$ cat src/plc_map.vh
// register map and field constants for the synthesizer loop control slice
`ifndef PLC_MAP_VH
`define PLC_MAP_VH

// ----------------------------------------------------------------
// serial frame layout
// ----------------------------------------------------------------
`define PLC_ADDR_W 15
`define PLC_FRAME_BITS 5'h18
`define PLC_ADDR_DONE 5'h10

// ----------------------------------------------------------------
// register offsets
// ----------------------------------------------------------------
`define PLC_OFS_RELOCK 15'h0010
`define PLC_OFS_LOOP 15'h001e
`define PLC_OFS_REFERENCE_DIVIDER_OUTPUT 15'h001f
`define PLC_OFS_DIAG 15'h0020

// ----------------------------------------------------------------
// reset values and writable masks
// ----------------------------------------------------------------
`define PLC_RST_LOOP 8'h00
`define PLC_RST_REFERENCE_DIVIDER_OUTPUT 8'h00
`define PLC_RST_DIAG 8'h00
`define PLC_MASK_REFERENCE_DIVIDER_OUTPUT 8'h1f
`define PLC_MASK_DIAG 8'hfc

// ----------------------------------------------------------------
// field positions
// ----------------------------------------------------------------
`define PLC_LOOP_CUR_HI 7
`define PLC_LOOP_CUR_LO 4
`define PLC_LOOP_POL 3
`define PLC_LOOP_PD 2
`define PLC_LOOP_HOLD 0
`define PLC_DIAG_CODE_HI 7
`define PLC_DIAG_CODE_LO 4
`define PLC_DIAG_SHARE 3
`define PLC_DIAG_LEVEL 2

// ----------------------------------------------------------------
// diagnostic selector codes
// ----------------------------------------------------------------
`define PLC_MUX_TRISTATE 4'h0
`define PLC_MUX_LOCK 4'h1
`define PLC_MUX_UP 4'h2
`define PLC_MUX_DOWN 4'h3
`define PLC_MUX_RDIV2 4'h4
`define PLC_MUX_NDIV2 4'h5
`define PLC_MUX_VCO 4'h6
`define PLC_MUX_HIGH 4'h8

`endif

$ cat src/plc_ref_div.v
// reference divider with hold, driven by reference ticks
module plc_ref_div #(
  parameter CNT_W = 5
) (
  core_clk,
  sys_rst,
  clk_en,
  ref_tick,
  div_count,
  hold,
  div_pulse,
  div_half
);
  input wire core_clk;
  input wire sys_rst;
  input wire clk_en;
  input wire ref_tick; // one pulse per reference period
  input wire [CNT_W-1:0] div_count; // programmed ratio, zero means full range
  input wire hold; // keeps counter cleared
  output reg div_pulse; // one pulse per divided period
  output reg div_half; // divided output over two

  reg [CNT_W-1:0] cnt_r; // ticks seen in current period

  // ----------------------------------------------------------------
  // counter
  // ----------------------------------------------------------------
  // the terminal value is count minus one; zero wraps to all ones,
  // which gives the full two to the width division for free
  always @(posedge core_clk or posedge sys_rst) begin
    if (sys_rst) begin
      cnt_r <= {CNT_W{1'b0}};
      div_pulse <= 1'b0;
      div_half <= 1'b0;
    end else if (clk_en) begin
      if (hold) begin
        cnt_r <= {CNT_W{1'b0}};
        div_pulse <= 1'b0;
        div_half <= 1'b0;
      end else if (ref_tick) begin
        if (cnt_r == div_count - {{(CNT_W-1){1'b0}}, 1'b1}) begin
          cnt_r <= {CNT_W{1'b0}};
          div_pulse <= 1'b1;
          div_half <= ~div_half;
        end else begin
          cnt_r <= cnt_r + {{(CNT_W-1){1'b0}}, 1'b1};
          div_pulse <= 1'b0;
        end
      end else begin
        div_pulse <= 1'b0;
      end
    end
  end
endmodule

$ cat src/plc_top.v
// loop and diagnostic control registers behind the serial control port
`include "plc_map.vh"

module plc_top #(
  parameter RCNT_W = 5
) (
  core_clk,
  sys_rst,
  clk_en,
  spi_cs_n,
  spi_sclk,
  spi_sdi,
  spi_sdo_out,
  spi_sdo_oe,
  ref_tick,
  fb_tick,
  lock_detect,
  pump_up,
  pump_down,
  vco_test,
  pump_current_code,
  detector_polarity,
  synth_power_down,
  divider_counter_hold,
  diagnostic_level_select,
  relock_request,
  pfd_ref_pulse,
  pfd_fb_pulse
);
  input wire core_clk;
  input wire sys_rst;
  input wire clk_en; // freezes all state while low
  input wire spi_cs_n; // frame select, low active
  input wire spi_sclk; // serial clock, sampled as a plain input
  input wire spi_sdi; // serial data in
  output reg spi_sdo_out; // data-out pin level
  output reg spi_sdo_oe; // data-out pin driven while high
  input wire ref_tick; // reference clock tick
  input wire fb_tick; // feedback divider tick
  input wire lock_detect; // digital lock detect
  input wire pump_up; // charge pump up
  input wire pump_down; // charge pump down
  input wire vco_test; // vco test signal
  output reg [3:0] pump_current_code; // 0.35 mA per step plus 0.35 mA
  output reg detector_polarity; // 1 positive
  output reg synth_power_down; // 1 synthesizer blocks off
  output reg divider_counter_hold; // 1 counters held
  output reg diagnostic_level_select; // 1 for 3.3 V, 0 for 1.8 V
  output reg relock_request; // pulse on write to relock register
  output reg pfd_ref_pulse; // divided reference to detector
  output reg pfd_fb_pulse; // feedback to detector

  // ----------------------------------------------------------------
  // storage
  // ----------------------------------------------------------------
  reg [7:0] loop_ctrl_r; // charge_pump_loop_control
  reg [7:0] reference_divider_output_r; // reference_divider_count
  reg [7:0] diag_r; // diagnostic_output_select
  reg sclk_q_r; // previous serial clock level
  reg [4:0] bit_cnt_r; // bits received this frame
  reg [23:0] in_sh_r; // incoming shift
  reg [7:0] out_sh_r; // readback shift
  reg fb_half_r; // feedback divided by two
  reg rd_frm_r; // frame is a read, latched once the address is in
  wire sclk_rise; // rising serial edge
  wire sclk_fall; // falling serial edge
  wire [23:0] in_nxt; // shift after current bit
  wire frame_rd; // frame is a read
  wire [`PLC_ADDR_W-1:0] frame_addr; // address of frame
  wire hold_all; // counters must stay idle
  wire reference_divider_output_pulse; // reference divider output
  wire reference_divider_output_half; // reference divider over two
  reg diag_bit; // selected diagnostic level
  reg [7:0] rd_data; // readback value

  assign sclk_rise = spi_sclk & ~sclk_q_r;
  assign sclk_fall = ~spi_sclk & sclk_q_r;
  assign in_nxt = {in_sh_r[22:0], spi_sdi};
  assign frame_rd = in_nxt[23];
  assign frame_addr = in_nxt[22:8];

  // ----------------------------------------------------------------
  // readback decode, used by read frames
  // ----------------------------------------------------------------
  // unmapped addresses read as zero
  function [7:0] reg_value;
    input [`PLC_ADDR_W-1:0] a;
    input [7:0] lc;
    input [7:0] rd;
    input [7:0] dg;
    begin
      case (a)
        `PLC_OFS_LOOP: reg_value = lc;
        `PLC_OFS_REFERENCE_DIVIDER_OUTPUT: reg_value = rd & `PLC_MASK_REFERENCE_DIVIDER_OUTPUT;
        `PLC_OFS_DIAG: reg_value = dg & `PLC_MASK_DIAG;
        default: reg_value = 8'h00;
      endcase
    end
  endfunction

  // the sixteenth bit completes the address, so it sits in the low bits
  always @* begin
    rd_data = reg_value(in_nxt[`PLC_ADDR_W-1:0], loop_ctrl_r, reference_divider_output_r, diag_r);
  end

  // ----------------------------------------------------------------
  // serial port and register writes
  // ----------------------------------------------------------------
  // frame is read bit, 15 address bits, 8 data bits, msb first;
  // data in taken on sclk rise, readback shifted out on sclk fall
  always @(posedge core_clk or posedge sys_rst) begin
    if (sys_rst) begin
      sclk_q_r <= 1'b0;
      bit_cnt_r <= 5'h00;
      in_sh_r <= 24'h000000;
      out_sh_r <= 8'h00;
      rd_frm_r <= 1'b0;
      loop_ctrl_r <= `PLC_RST_LOOP;
      reference_divider_output_r <= `PLC_RST_REFERENCE_DIVIDER_OUTPUT;
      diag_r <= `PLC_RST_DIAG;
      relock_request <= 1'b0;
    end else if (clk_en) begin
      sclk_q_r <= spi_sclk;
      relock_request <= 1'b0;
      if (spi_cs_n) begin
        // idle: a partial frame is dropped
        bit_cnt_r <= 5'h00;
        rd_frm_r <= 1'b0;
      end else if (sclk_rise) begin
        in_sh_r <= in_nxt;
        bit_cnt_r <= bit_cnt_r + 5'h01;
        // address complete: pick up readback byte
        if (bit_cnt_r == `PLC_ADDR_DONE - 5'h01) begin
          out_sh_r <= rd_data;
          rd_frm_r <= in_nxt[15];
        end
        // last bit: commit a write
        if (bit_cnt_r == `PLC_FRAME_BITS - 5'h01 && !frame_rd) begin
          case (frame_addr)
            // full byte for loop, masked byte for divider and diagnostic
            `PLC_OFS_LOOP: loop_ctrl_r <= in_nxt[7:0];
            `PLC_OFS_REFERENCE_DIVIDER_OUTPUT: reference_divider_output_r <= in_nxt[7:0] & `PLC_MASK_REFERENCE_DIVIDER_OUTPUT;
            `PLC_OFS_DIAG: diag_r <= in_nxt[7:0] & `PLC_MASK_DIAG;
            `PLC_OFS_RELOCK: relock_request <= 1'b1;
            default: relock_request <= 1'b0;
          endcase
        end
      end else if (sclk_fall && bit_cnt_r >= `PLC_ADDR_DONE) begin
        out_sh_r <= {out_sh_r[6:0], 1'b0};
      end
    end
  end

  // ----------------------------------------------------------------
  // control outputs
  // ----------------------------------------------------------------
  // power-down leaves all register storage untouched, so a host can
  // park the synthesizer and bring it back without reprogramming
  always @(posedge core_clk or posedge sys_rst) begin
    if (sys_rst) begin
      pump_current_code <= 4'h0;
      detector_polarity <= 1'b0;
      synth_power_down <= 1'b0;
      divider_counter_hold <= 1'b0;
      diagnostic_level_select <= 1'b0;
    end else if (clk_en) begin
      pump_current_code <= loop_ctrl_r[`PLC_LOOP_CUR_HI:`PLC_LOOP_CUR_LO];
      detector_polarity <= loop_ctrl_r[`PLC_LOOP_POL];
      synth_power_down <= loop_ctrl_r[`PLC_LOOP_PD];
      divider_counter_hold <= loop_ctrl_r[`PLC_LOOP_HOLD];
      diagnostic_level_select <= diag_r[`PLC_DIAG_LEVEL];
    end
  end

  // a powered-down synthesizer also stops its dividers
  assign hold_all = loop_ctrl_r[`PLC_LOOP_HOLD] | loop_ctrl_r[`PLC_LOOP_PD];

  // ----------------------------------------------------------------
  // dividers and detector feed
  // ----------------------------------------------------------------
  plc_ref_div #(
    .CNT_W(RCNT_W)
  ) u_ref_div (
    .core_clk(core_clk),
    .sys_rst(sys_rst),
    .clk_en(clk_en),
    .ref_tick(ref_tick),
    .div_count(reference_divider_output_r[RCNT_W-1:0]),
    .hold(hold_all),
    .div_pulse(reference_divider_output_pulse),
    .div_half(reference_divider_output_half)
  );

  // feedback toggle and detector gating
  always @(posedge core_clk or posedge sys_rst) begin
    if (sys_rst) begin
      fb_half_r <= 1'b0;
      pfd_ref_pulse <= 1'b0;
      pfd_fb_pulse <= 1'b0;
    end else if (clk_en) begin
      if (hold_all) begin
        fb_half_r <= 1'b0;
        pfd_ref_pulse <= 1'b0;
        pfd_fb_pulse <= 1'b0;
      end else begin
        if (fb_tick) begin
          fb_half_r <= ~fb_half_r;
        end
        pfd_ref_pulse <= reference_divider_output_pulse;
        pfd_fb_pulse <= fb_tick;
      end
    end
  end

  // ----------------------------------------------------------------
  // diagnostic selector
  // ----------------------------------------------------------------
  // unlisted codes give low rather than an undefined level
  always @* begin
    case (diag_r[`PLC_DIAG_CODE_HI:`PLC_DIAG_CODE_LO])
      `PLC_MUX_LOCK: diag_bit = lock_detect;
      `PLC_MUX_UP: diag_bit = pump_up;
      `PLC_MUX_DOWN: diag_bit = pump_down;
      `PLC_MUX_RDIV2: diag_bit = reference_divider_output_half;
      `PLC_MUX_NDIV2: diag_bit = fb_half_r;
      `PLC_MUX_VCO: diag_bit = vco_test;
      `PLC_MUX_HIGH: diag_bit = 1'b1;
      default: diag_bit = 1'b0;
    endcase
  end

  // ----------------------------------------------------------------
  // data-out pin
  // ----------------------------------------------------------------
  // tristate code only floats the pin in readback role; in the
  // diagnostic role the pin is always driven
  always @(posedge core_clk or posedge sys_rst) begin
    if (sys_rst) begin
      spi_sdo_out <= 1'b0;
      spi_sdo_oe <= 1'b0;
    end else if (clk_en) begin
      if (diag_r[`PLC_DIAG_SHARE]) begin
        spi_sdo_out <= diag_bit;
        spi_sdo_oe <= 1'b1;
      // the read bit moves up one place in the shift on every rise, so the
      // data phase keys on its own latched flag
      end else if (!spi_cs_n && rd_frm_r && bit_cnt_r >= `PLC_ADDR_DONE) begin
        // read frame data phase
        if (sclk_fall) begin
          spi_sdo_out <= out_sh_r[7];
        end
        spi_sdo_oe <= 1'b1;
      end else begin
        spi_sdo_out <= 1'b0;
        spi_sdo_oe <= 1'b0;
      end
    end
  end
endmodule

$ cat config.mk
export PLATFORM = sky130hd
export DESIGN_NAME = plc_top
export DESIGN_NICKNAME = d
export VERILOG_FILES = /design/src/plc_ref_div.v /design/src/plc_top.v
export VERILOG_INCLUDE_DIRS = /design/src
export SDC_FILE = /design/constraint.sdc
export NUM_CORES = 1
export LEC_CHECK = 0
export CAP_MARGIN = 20
export CORE_UTILIZATION = 45
export DETAILED_ROUTE_END_ITERATION = 8
export DONT_BUFFER_PORTS = 1
export SLEW_MARGIN = 0
export SYNTH_ARGS = -nofsm -noshare
export SYNTH_HDL_FRONTEND = slang
export SYNTH_SLANG_ARGS = --single-unit
$ cat constraint.sdc
create_clock -name core_clk -period 2.9 [get_ports core_clk]
set_input_delay 0.145 -clock core_clk [delete_from_list [all_inputs] [get_ports core_clk]]
set_output_delay 0.145 -clock core_clk [all_outputs]
set_load 0.01 [all_outputs]
==> results.json, run 1 <==
{
  "cts-root-buf": "clkbuf_8",
  "cts_tree": "yes",
  "drtAntennaViolNets": 0,
  "worst_pin_slew_ps": 1010,
  "vias_per_cell": 5.54,
  "grt_max_degree": 36,
  "boundaryPins": 25,
  "num_vias": 2670,
  "crit_required_ps": 3130,
  "rsz0062_at_grt": "no",
  "htree_levels": 3,
  "worstHoldPathType": "primary input to register",
  "initial_core_util": 0.475,
  "hold_violations": 0,
  "ys_seq_area_frac": 0.521,
  "wl_um": 8140,
  "dpl.hpwl_um": 5430,
  "synth.distinct_cells": 53,
  "synth-seq-cells": 78,
  "cts.sinks": 78,
  "clk_pin_slew_ps": 80,
  "gp_congestion": 0.783,
  "synth_edf_count": 0,
  "ff2ff_path_depth": 5,
  "dr.pass1.iters": 4,
  "max-cap-violations": 0,
  "numCtsBuffers": 9,
  "relSlewSlack": 0.325,
  "period_share": 0.853,
  "core_area_um2": 7890,
  "nFillCells": 718,
  "fin_nets": 392,
  "path_class": "register to register",
  "p_leak_nw": 1.92,
  "grt_use_total": 0.207,
  "power_density_nw_per_um2": 560,
  "fin_tns_setup_ps": 0,
  "die_width_um": 93.3,
  "syn_area_um2": 3750,
  "worstHoldStart": "clk_en",
  "area_growth_pct": 9.81,
  "clk_latency_ps": 350,
  "synth_flop_cell": "dfrtp_1",
  "fp.dieH_um": 93.3,
  "worstHoldPathCells": 3,
  "portBuffers": 0,
  "arrival_ps": 2710,
  "whs_endpoint": "fb_half_r",
  "vdd_drop_max_v": 0.000226,
  "cp-end-kind": "register",
  "grt_pass1_vias": 2680,
  "rows": 32,
  "start_kind": "register",
  "max_freq_mhz": 404,
  "worst-path-buf-inv": 0,
  "syn-instance-count": 367,
  "drc_errors": 0,
  "setup_viol": 0,
  "cts_resized": 0,
  "diodes": 0,
  "async_reset_ff_frac": 1.00,
  "clock_path_buffers": 2,
  "crit_fanout": 8,
  "die-area_um2": 8700,
  "slowest_stage": "or4b_2",
  "grt_pass1_wl_um": 13600,
  "placed_area_um2": 3850,
  "drt_iter0_drc": 124,
  "drive_gt1_frac": 0.168,
  "rrSetupSlack_ps": 430,
  "slew_viol_final": 0,
  "run_status": "complete, no violations",
  "path_depth": 5,
  "reg2reg_to": "loop_ctrl_r[4]",
  "gr-total-overflow": 0,
  "cp_top_family": "simple AND/OR/NAND/NOR gates",
  "wl_per_cell_um": 16.9,
  "max_stage_delay_ps": 680,
  "antenna_found_initial": 0,
  "syn-num-nets": 384,
  "final_area_um2": 4120,
  "syn_area_per_cell_um2": 10.2,
  "fin_worst_skew_ps": 12.1,
  "worstReg2RegStart": "in_sh_r[16]",
  "yosysWarnings": 0,
  "path_cells": "or4b_2, nor4_2, nand3_1, nor3b_4, mux2_2",
  "final.min_clock_period_ps": 2470
}
## worst max-delay path by stage
stage	start	to	slack (ps)
after floorplan	in_sh_r[16]	loop_ctrl_r[0]	650
after global placement	in_sh_r[16]	loop_ctrl_r[7]	510
after detailed placement	in_sh_r[16]	loop_ctrl_r[2]	420
final	in_sh_r[16]	loop_ctrl_r[4]	430
after global routing	in_sh_r[16]	loop_ctrl_r[5]	300
after CTS	in_sh_r[16]	loop_ctrl_r[7]	400
## cells in the final DEF (no fill, tap or decap), types with 3 or more instances in the layout
cell and n:
and3_1 4, clkinv_2 3, xnor2_1 4, nor3_1 8
or3_1 3, nand2b_1 5, nand2_1 84, a22oi_1 4
mux2_2 31, o22ai_1 9, o31ai_1 3, dlygate4sd3_1 8
a21oi_1 5, clkbuf_8 12, ha_1 5, nand3b_1 3
inv_1 14, a22o_1 3, nand3_1 12, nor2b_1 5
nor2_1 15, o21ai_0 12, buf_4 4, dfrtp_1 78
mux2i_1 7
## power by group
group | total, mW | leakage [nW] | switching, mW | internal (mW)
clock | 0.769 | 0.0954 | 0.390 | 0.379
combinational | 0.277 | 0.784 | 0.144 | 0.133
sequential | 1.26 | 1.04 | 0.102 | 1.16
## synth_stat cells (2+ instances only)
master / instances / area (um2)
o31ai_1: 3 / 22.5
a21oi_2: 2 / 17.5
xnor2_1: 4 / 35.0
nor3_1: 8 / 40.0
a21oi_1: 5 / 25.0
or3_1: 3 / 18.8
nand4_1: 2 / 12.5
mux2i_1: 7 / 70.1
o21ai_0: 12 / 60.1
dfrtp_1: 78 / 1950
nand2b_1: 5 / 31.3
nor2_1: 15 / 56.3
xor2_1: 2 / 17.5
nand3_1: 12 / 60.1
a211oi_2: 2 / 25.0
inv_1: 15 / 56.3
a31oi_1: 2 / 12.5
or4_4: 2 / 22.5
clkbuf_1: 13 / 48.8
and2_1: 2 / 12.5
o211ai_1: 2 / 15.0
nor2b_1: 5 / 31.3
and3_1: 4 / 25.0
o22ai_1: 9 / 56.3
a22oi_1: 4 / 30.0
a22o_1: 3 / 26.3
nand3b_1: 3 / 22.5
ha_1: 5 / 62.6
mux2_2: 31 / 349
nand2_1: 84 / 315
## area by class of cell
cell class | count | area [um2] | share of cell area
Sequential cell | 78 | 1950 | 0.474
Multi-Input combinational cell | 259 | 1680 | 0.409
Clock buffer | 13 | 169 | 0.0410
Tap cell | 102 | 128 | 0.0310
Timing Repair Buffer | 12 | 110 | 0.0267
Inverter | 15 | 57.6 | 0.0140
Clock inverter | 3 | 17.5 | 0.00425
## layer usage
metal	global-route usage	wire length, um
met2	0.322	3810
met4	0.0885	144
met5	0	0
met3	0.0366	272
met1	0.283	3920
## stage by stage
stage | hold WS (ps) | std cells | worst slack (ps) | util | power, mW
after floorplan | 234 | 367 | 646 | - | 1.48
after CTS | 3.90 | 482 | 401 | 0.522 | 2.34
after detailed placement | 130 | 458 | 418 | 0.488 | 1.54
after global placement | 124 | 458 | 508 | 0.488 | 1.53
after global routing | 38.6 | 482 | 297 | 0.522 | 2.44
final | 7.84 | 482 | 425 | 0.522 | 2.31
## cell families (layout without fill, tap and decap cells)
family,count (synthesis),count (layout),share of synthesized area
simple gates,159,159,0.213
flops,78,78,0.521
compound gates,51,51,0.0941
mux,38,38,0.112
buf+inv,30,43,0.0304
xor+xnor,6,6,0.0140
fa+ha+maj,5,5,0.0167
## flip-flops by register name (all words and copies together) (netlist names), 4 cells and up
register	count
in_sh_r	23
loop_ctrl_r	8
out_sh_r	8
diag_r	6
bit_cnt_r	5
reference_divider_output_r	5
u_ref_div.cnt_r	5
pump_current_code	4
## timing repair
action                                  in CTS  in global routing
hold buffers                                 8                  0
setup buffers                                0                  0
endpoints found under the hold margin       60                  0
endpoints found under the setup margin       0                  0
## tightest hold or removal path: cells and delay by family
family / cells / cell delay [ps]
AOI/OAI and AO/OA: 2 / 120
and+or+nand+nor: 1 / 50
Note: power is estimated with default switching activity, not from simulation.
==> inputs of run 2 (changes only) <==
Settings changed: CTS_BUF_LIST set to sky130_fd_sc_hd__clkbuf_8.
==> results.json, run 2 (same netlist as run 1, synthesis figures left out) <==
{
  "run_status": "complete, no violations",
  "met2_length_um": 3800,
  "numCtsBuffers": 9,
  "final.min_clock_period_ps": 2480,
  "drc_errors": 0,
  "start_kind": "register",
  "slew_viol_final": 0,
  "fin_worst_skew_ps": 11.6,
  "grt_pass1_vias": 2680,
  "cts-root-buf": "clkbuf_8",
  "top_layer": "met4",
  "htree_levels": 3,
  "crit_fanout": 8,
  "dr.pass1.iters": 4,
  "num_vias": 2672,
  "gr-total-overflow": 0,
  "worstHoldPathType": "primary input to register",
  "path_class": "register to register",
  "layout.cells.most_common_list": "nand2_1 (84), dfrtp_1 (78), mux2_2 (31)",
  "clk_pin_slew_ps": 80,
  "die_width_um": 93.3,
  "clk_latency_ps": 350,
  "grt_use_total": 0.207,
  "clock_path_buffers": 2,
  "wl_met3_um": 284,
  "worst_slack_ps": 423,
  "top_register": "in_sh_r",
  "period_share": 0.854,
  "dp_slack_ps": 418,
  "vias_per_cell": 5.54,
  "worst_pin_slew_ps": 1000,
  "relSlewSlack": 0.329,
  "worst_hold_slack_ps": 8.32,
  "p_total_mw": 2.30,
  "p_leak_nw": 1.93,
  "grt_max_degree": 36,
  "largest_reg_flops": 23,
  "fin_nets": 392,
  "seq_area_um2": 1950,
  "drtAntennaViolNets": 0,
  "die-area_um2": 8700,
  "final_util": 0.522,
  "max_freq_mhz": 404,
  "fp.dieH_um": 93.3,
  "dpl.hpwl_um": 5430,
  "wl_um": 8160,
  "multiInputGateArea_um2": 1680,
  "vdd_drop_max_v": 0.000226,
  "portBuffers": 0,
  "arrival_ps": 2710,
  "wl_met1_um": 3930,
  "cts_tree": "yes",
  "gp_congestion": 0.783,
  "rsz0062_at_grt": "no",
  "wl_per_cell_um": 16.9,
  "antenna_found_initial": 0,
  "reg_top3": "in_sh_r (23), loop_ctrl_r (8), out_sh_r (8)",
  "cp-end-kind": "register",
  "crit_required_ps": 3130,
  "max-cap-violations": 0,
  "fin_tns_setup_ps": 0,
  "drive_gt1_frac": 0.168,
  "rows": 32,
  "grt_pass1_wl_um": 13600,
  "post_cts_buffers": 0,
  "diodes": 0,
  "core_area_um2": 7890,
  "drt_iter0_drc": 124,
  "initial_core_util": 0.475,
  "power_density_nw_per_um2": 559,
  "area_growth_pct": 9.81,
  "boundaryPins": 25,
  "nFillCells": 718,
  "cts.sinks": 78,
  "hold_violations": 0,
  "final_common_cell": "nand2_1",
  "setup_viol": 0
}
[run 2: worst max-delay path: stages (launching register included)]
cell and delay [ps]:
dfrtp_1 400, or4b_2 680, nor4_2 250, nand3_1 200
nor3b_4 450, mux2_2 380
[run 2: per-layer routing]
metal  GRT usage  up-vias
met5           0        -
met2       0.322       50
li1            -     1295
met1       0.283     1317
met3      0.0366       10
met4      0.0885        0
[run 2: per-stage QoR]
| step | instances | area (um2) |
|---|---|---|
| 2_1_floorplan | 367 | 3750 |
| 5_1_grt | 482 | 4120 |
| 3_5_place_dp | 458 | 3850 |
| 6_report | 482 | 4120 |
| 4_1_cts | 482 | 4120 |
| 3_3_place_gp | 458 | 3850 |
[run 2: cell type report]
cell class | instances | area share
clock buffer | 12 | 0.0401
tap | 102 | 0.0310
sequential | 78 | 0.474
timing repair buffer | 12 | 0.0267
multi-input combinational | 259 | 0.409
inverter | 15 | 0.0140
clock inverter | 4 | 0.00517
[run 2: worst paths after layout]
path | startpoint | to | slack (ps) | cells past startpoint
max | in_sh_r[16] | loop_ctrl_r[4] | 420 | 5
min | clk_en | fb_half_r | 8 | 3
max in group asynchronous | sys_rst | loop_ctrl_r[4] | 1830 | 3
min in group asynchronous | sys_rst | in_sh_r[1] | 310 | 2
min reg2reg | in_sh_r[22] | in_sh_r[22] | 480 | 2
max reg2reg | in_sh_r[16] | loop_ctrl_r[4] | 420 | 5
[run 2: power breakdown]
group / total (mW) / internal [mW] / switching [mW]
combinational: 0.277 / 0.133 / 0.144
sequential: 1.26 / 1.16 / 0.102
clock: 0.765 / 0.375 / 0.390
total: 2.30 / 1.67 / 0.636
[run 2: timing repair]
item                                   4_1_cts  5_1_grt
hold buffers                                 8        0
resized for setup                            0        0
endpoints found under the hold margin       60        0
==> inputs of run 3 (changes only) <==
Settings changed: CORE_ASPECT_RATIO set to 1.5.
==> results.json, run 3 (same netlist as run 1, synthesis figures left out) <==
{
  "arrival_ps": 2740,
  "start_kind": "register",
  "antenna_found_initial": 0,
  "die-area_um2": 8710,
  "drive_gt1_frac": 0.173,
  "fin_tns_setup_ps": 0,
  "grt_use_total": 0.207,
  "die_width_um": 76.5,
  "path_cells": "or4b_2, nor4_2, nand3_1, nor3b_4, mux2_2",
  "htree_levels": 3,
  "cp_top_family": "simple AND/OR/NAND/NOR gates",
  "crit_required_ps": 3130,
  "area_growth_pct": 11.5,
  "fin_worst_skew_ps": 7.96,
  "crit_fanout": 8,
  "numCtsBuffers": 9,
  "power_density_nw_per_um2": 578,
  "fp.dieH_um": 114,
  "reg_top3": "in_sh_r (23), loop_ctrl_r (8), out_sh_r (8)",
  "drc_errors": 0,
  "post_cts_buffers": 0,
  "clk_latency_ps": 350,
  "final_common_cell": "nand2_1",
  "slowest_stage": "or4b_2",
  "clock_path_buffers": 2,
  "vdd_drop_max_v": 0.000302,
  "cts-root-buf": "clkbuf_8",
  "rows": 40,
  "diodes": 0,
  "wl_um": 8190,
  "dpl.hpwl_um": 5550,
  "rsz0062_at_grt": "no",
  "core_area_um2": 8060,
  "run_status": "complete, no violations",
  "worstHoldPathType": "primary input to register",
  "final.min_clock_period_ps": 2510,
  "top_register": "in_sh_r",
  "drt_iter0_drc": 165,
  "worst-path-buf-inv": 0,
  "initial_core_util": 0.465,
  "worst_pin_slew_ps": 1010,
  "boundaryPins": 25,
  "worst_slack_ps": 388,
  "drtAntennaViolNets": 0,
  "clk_pin_slew_ps": 70,
  "gr-total-overflow": 0,
  "grt_max_degree": 57,
  "max_freq_mhz": 398,
  "portBuffers": 0,
  "layout.cells.most_common_list": "nand2_1 (84), dfrtp_1 (78), mux2_2 (31)",
  "relSlewSlack": 0.326,
  "vias_per_cell": 5.62,
  "dr.pass1.iters": 4,
  "period_share": 0.866,
  "p_leak_nw": 1.96,
  "cts.sinks": 78,
  "setup_viol": 0,
  "slew_viol_final": 0,
  "path_class": "register to register",
  "grt_pass1_vias": 2803,
  "max_stage_delay_ps": 680,
  "fin_nets": 393,
  "rrSetupSlack_ps": 390,
  "num_vias": 2729,
  "dp_slack_ps": 360,
  "cp-end-kind": "register",
  "largest_reg_flops": 23,
  "hold_violations": 0,
  "max-cap-violations": 0,
  "wl_per_cell_um": 16.8,
  "gp_congestion": 0.778,
  "cts_tree": "yes",
  "grt_pass1_wl_um": 14000
}
[run 3: cell count changes in the layout (fill, tap and decap cells not counted), sizes merged]
cell      change
buf           +1
bufinv        +1
clkbuf        +1
clkinvlp      -1
inv           -1
[run 3: worst register-to-register path, cell delays in order, from the launching register on]
cell and delay [ps]:
dfrtp_1 390, or4b_2 680, nor4_2 280, nand3_1 200
nor3b_4 450, mux2_2 390
[run 3: cell type report]
cell class,count,area (um2)
well taps,105,131
flip-flops and latches,78,1950
repair buffers,13,138
clock buffers,13,179
fillers,725,3880
multi-input cells,259,1680
clock inverters,3,40.0
inverters,15,57.6
[run 3: metal layers]
| layer | routed length, um | global-route usage | vias to the layer above |
|---|---|---|---|
| met2 | 4350 | 0.368 | 31 |
| met4 | 171 | 0.0846 | 0 |
| li1 | - | - | 1303 |
| met1 | 3460 | 0.243 | 1383 |
| met5 | 0 | 0 | - |
| met3 | 205 | 0.0424 | 12 |
[run 3: per-stage QoR]
step	instances	instance area, um2	power [mW]	utilization	hold WS [ps]
after global placement	461	3850	1.54	0.478	236
after detailed placement	461	3850	1.54	0.478	243
after floorplan	367	3750	1.48	-	234
final	486	4180	2.42	0.519	36.3
after global routing	486	4180	2.54	0.519	33.0
after CTS	485	4150	2.44	0.516	22.0
[run 3: worst paths after layout]
| kind | startpoint | endpoint | cells past startpoint |
|---|---|---|---|
| max in group asynchronous | sys_rst | in_sh_r[1] | 4 |
| setup reg to reg | in_sh_r[16] | loop_ctrl_r[0] | 5 |
| hold / removal | spi_sdi | out_sh_r[7] | 2 |
| setup / recovery | in_sh_r[16] | loop_ctrl_r[0] | 5 |
| min in group asynchronous | sys_rst | pfd_fb_pulse | 2 |
| hold reg to reg | in_sh_r[22] | in_sh_r[22] | 2 |
[run 3: timing repair]
action / in CTS / in global routing
hold endpoints to repair: 80 / 0
hold buffers: 8 / 0
resized for setup: 0 / 0
[run 3: report_power, final]
group	internal [mW]	total (mW)	switching [mW]
Sequential	1.16	1.26	0.105
Combinational	0.137	0.284	0.146
Clock	0.489	0.871	0.382
Total	1.78	2.42	0.633
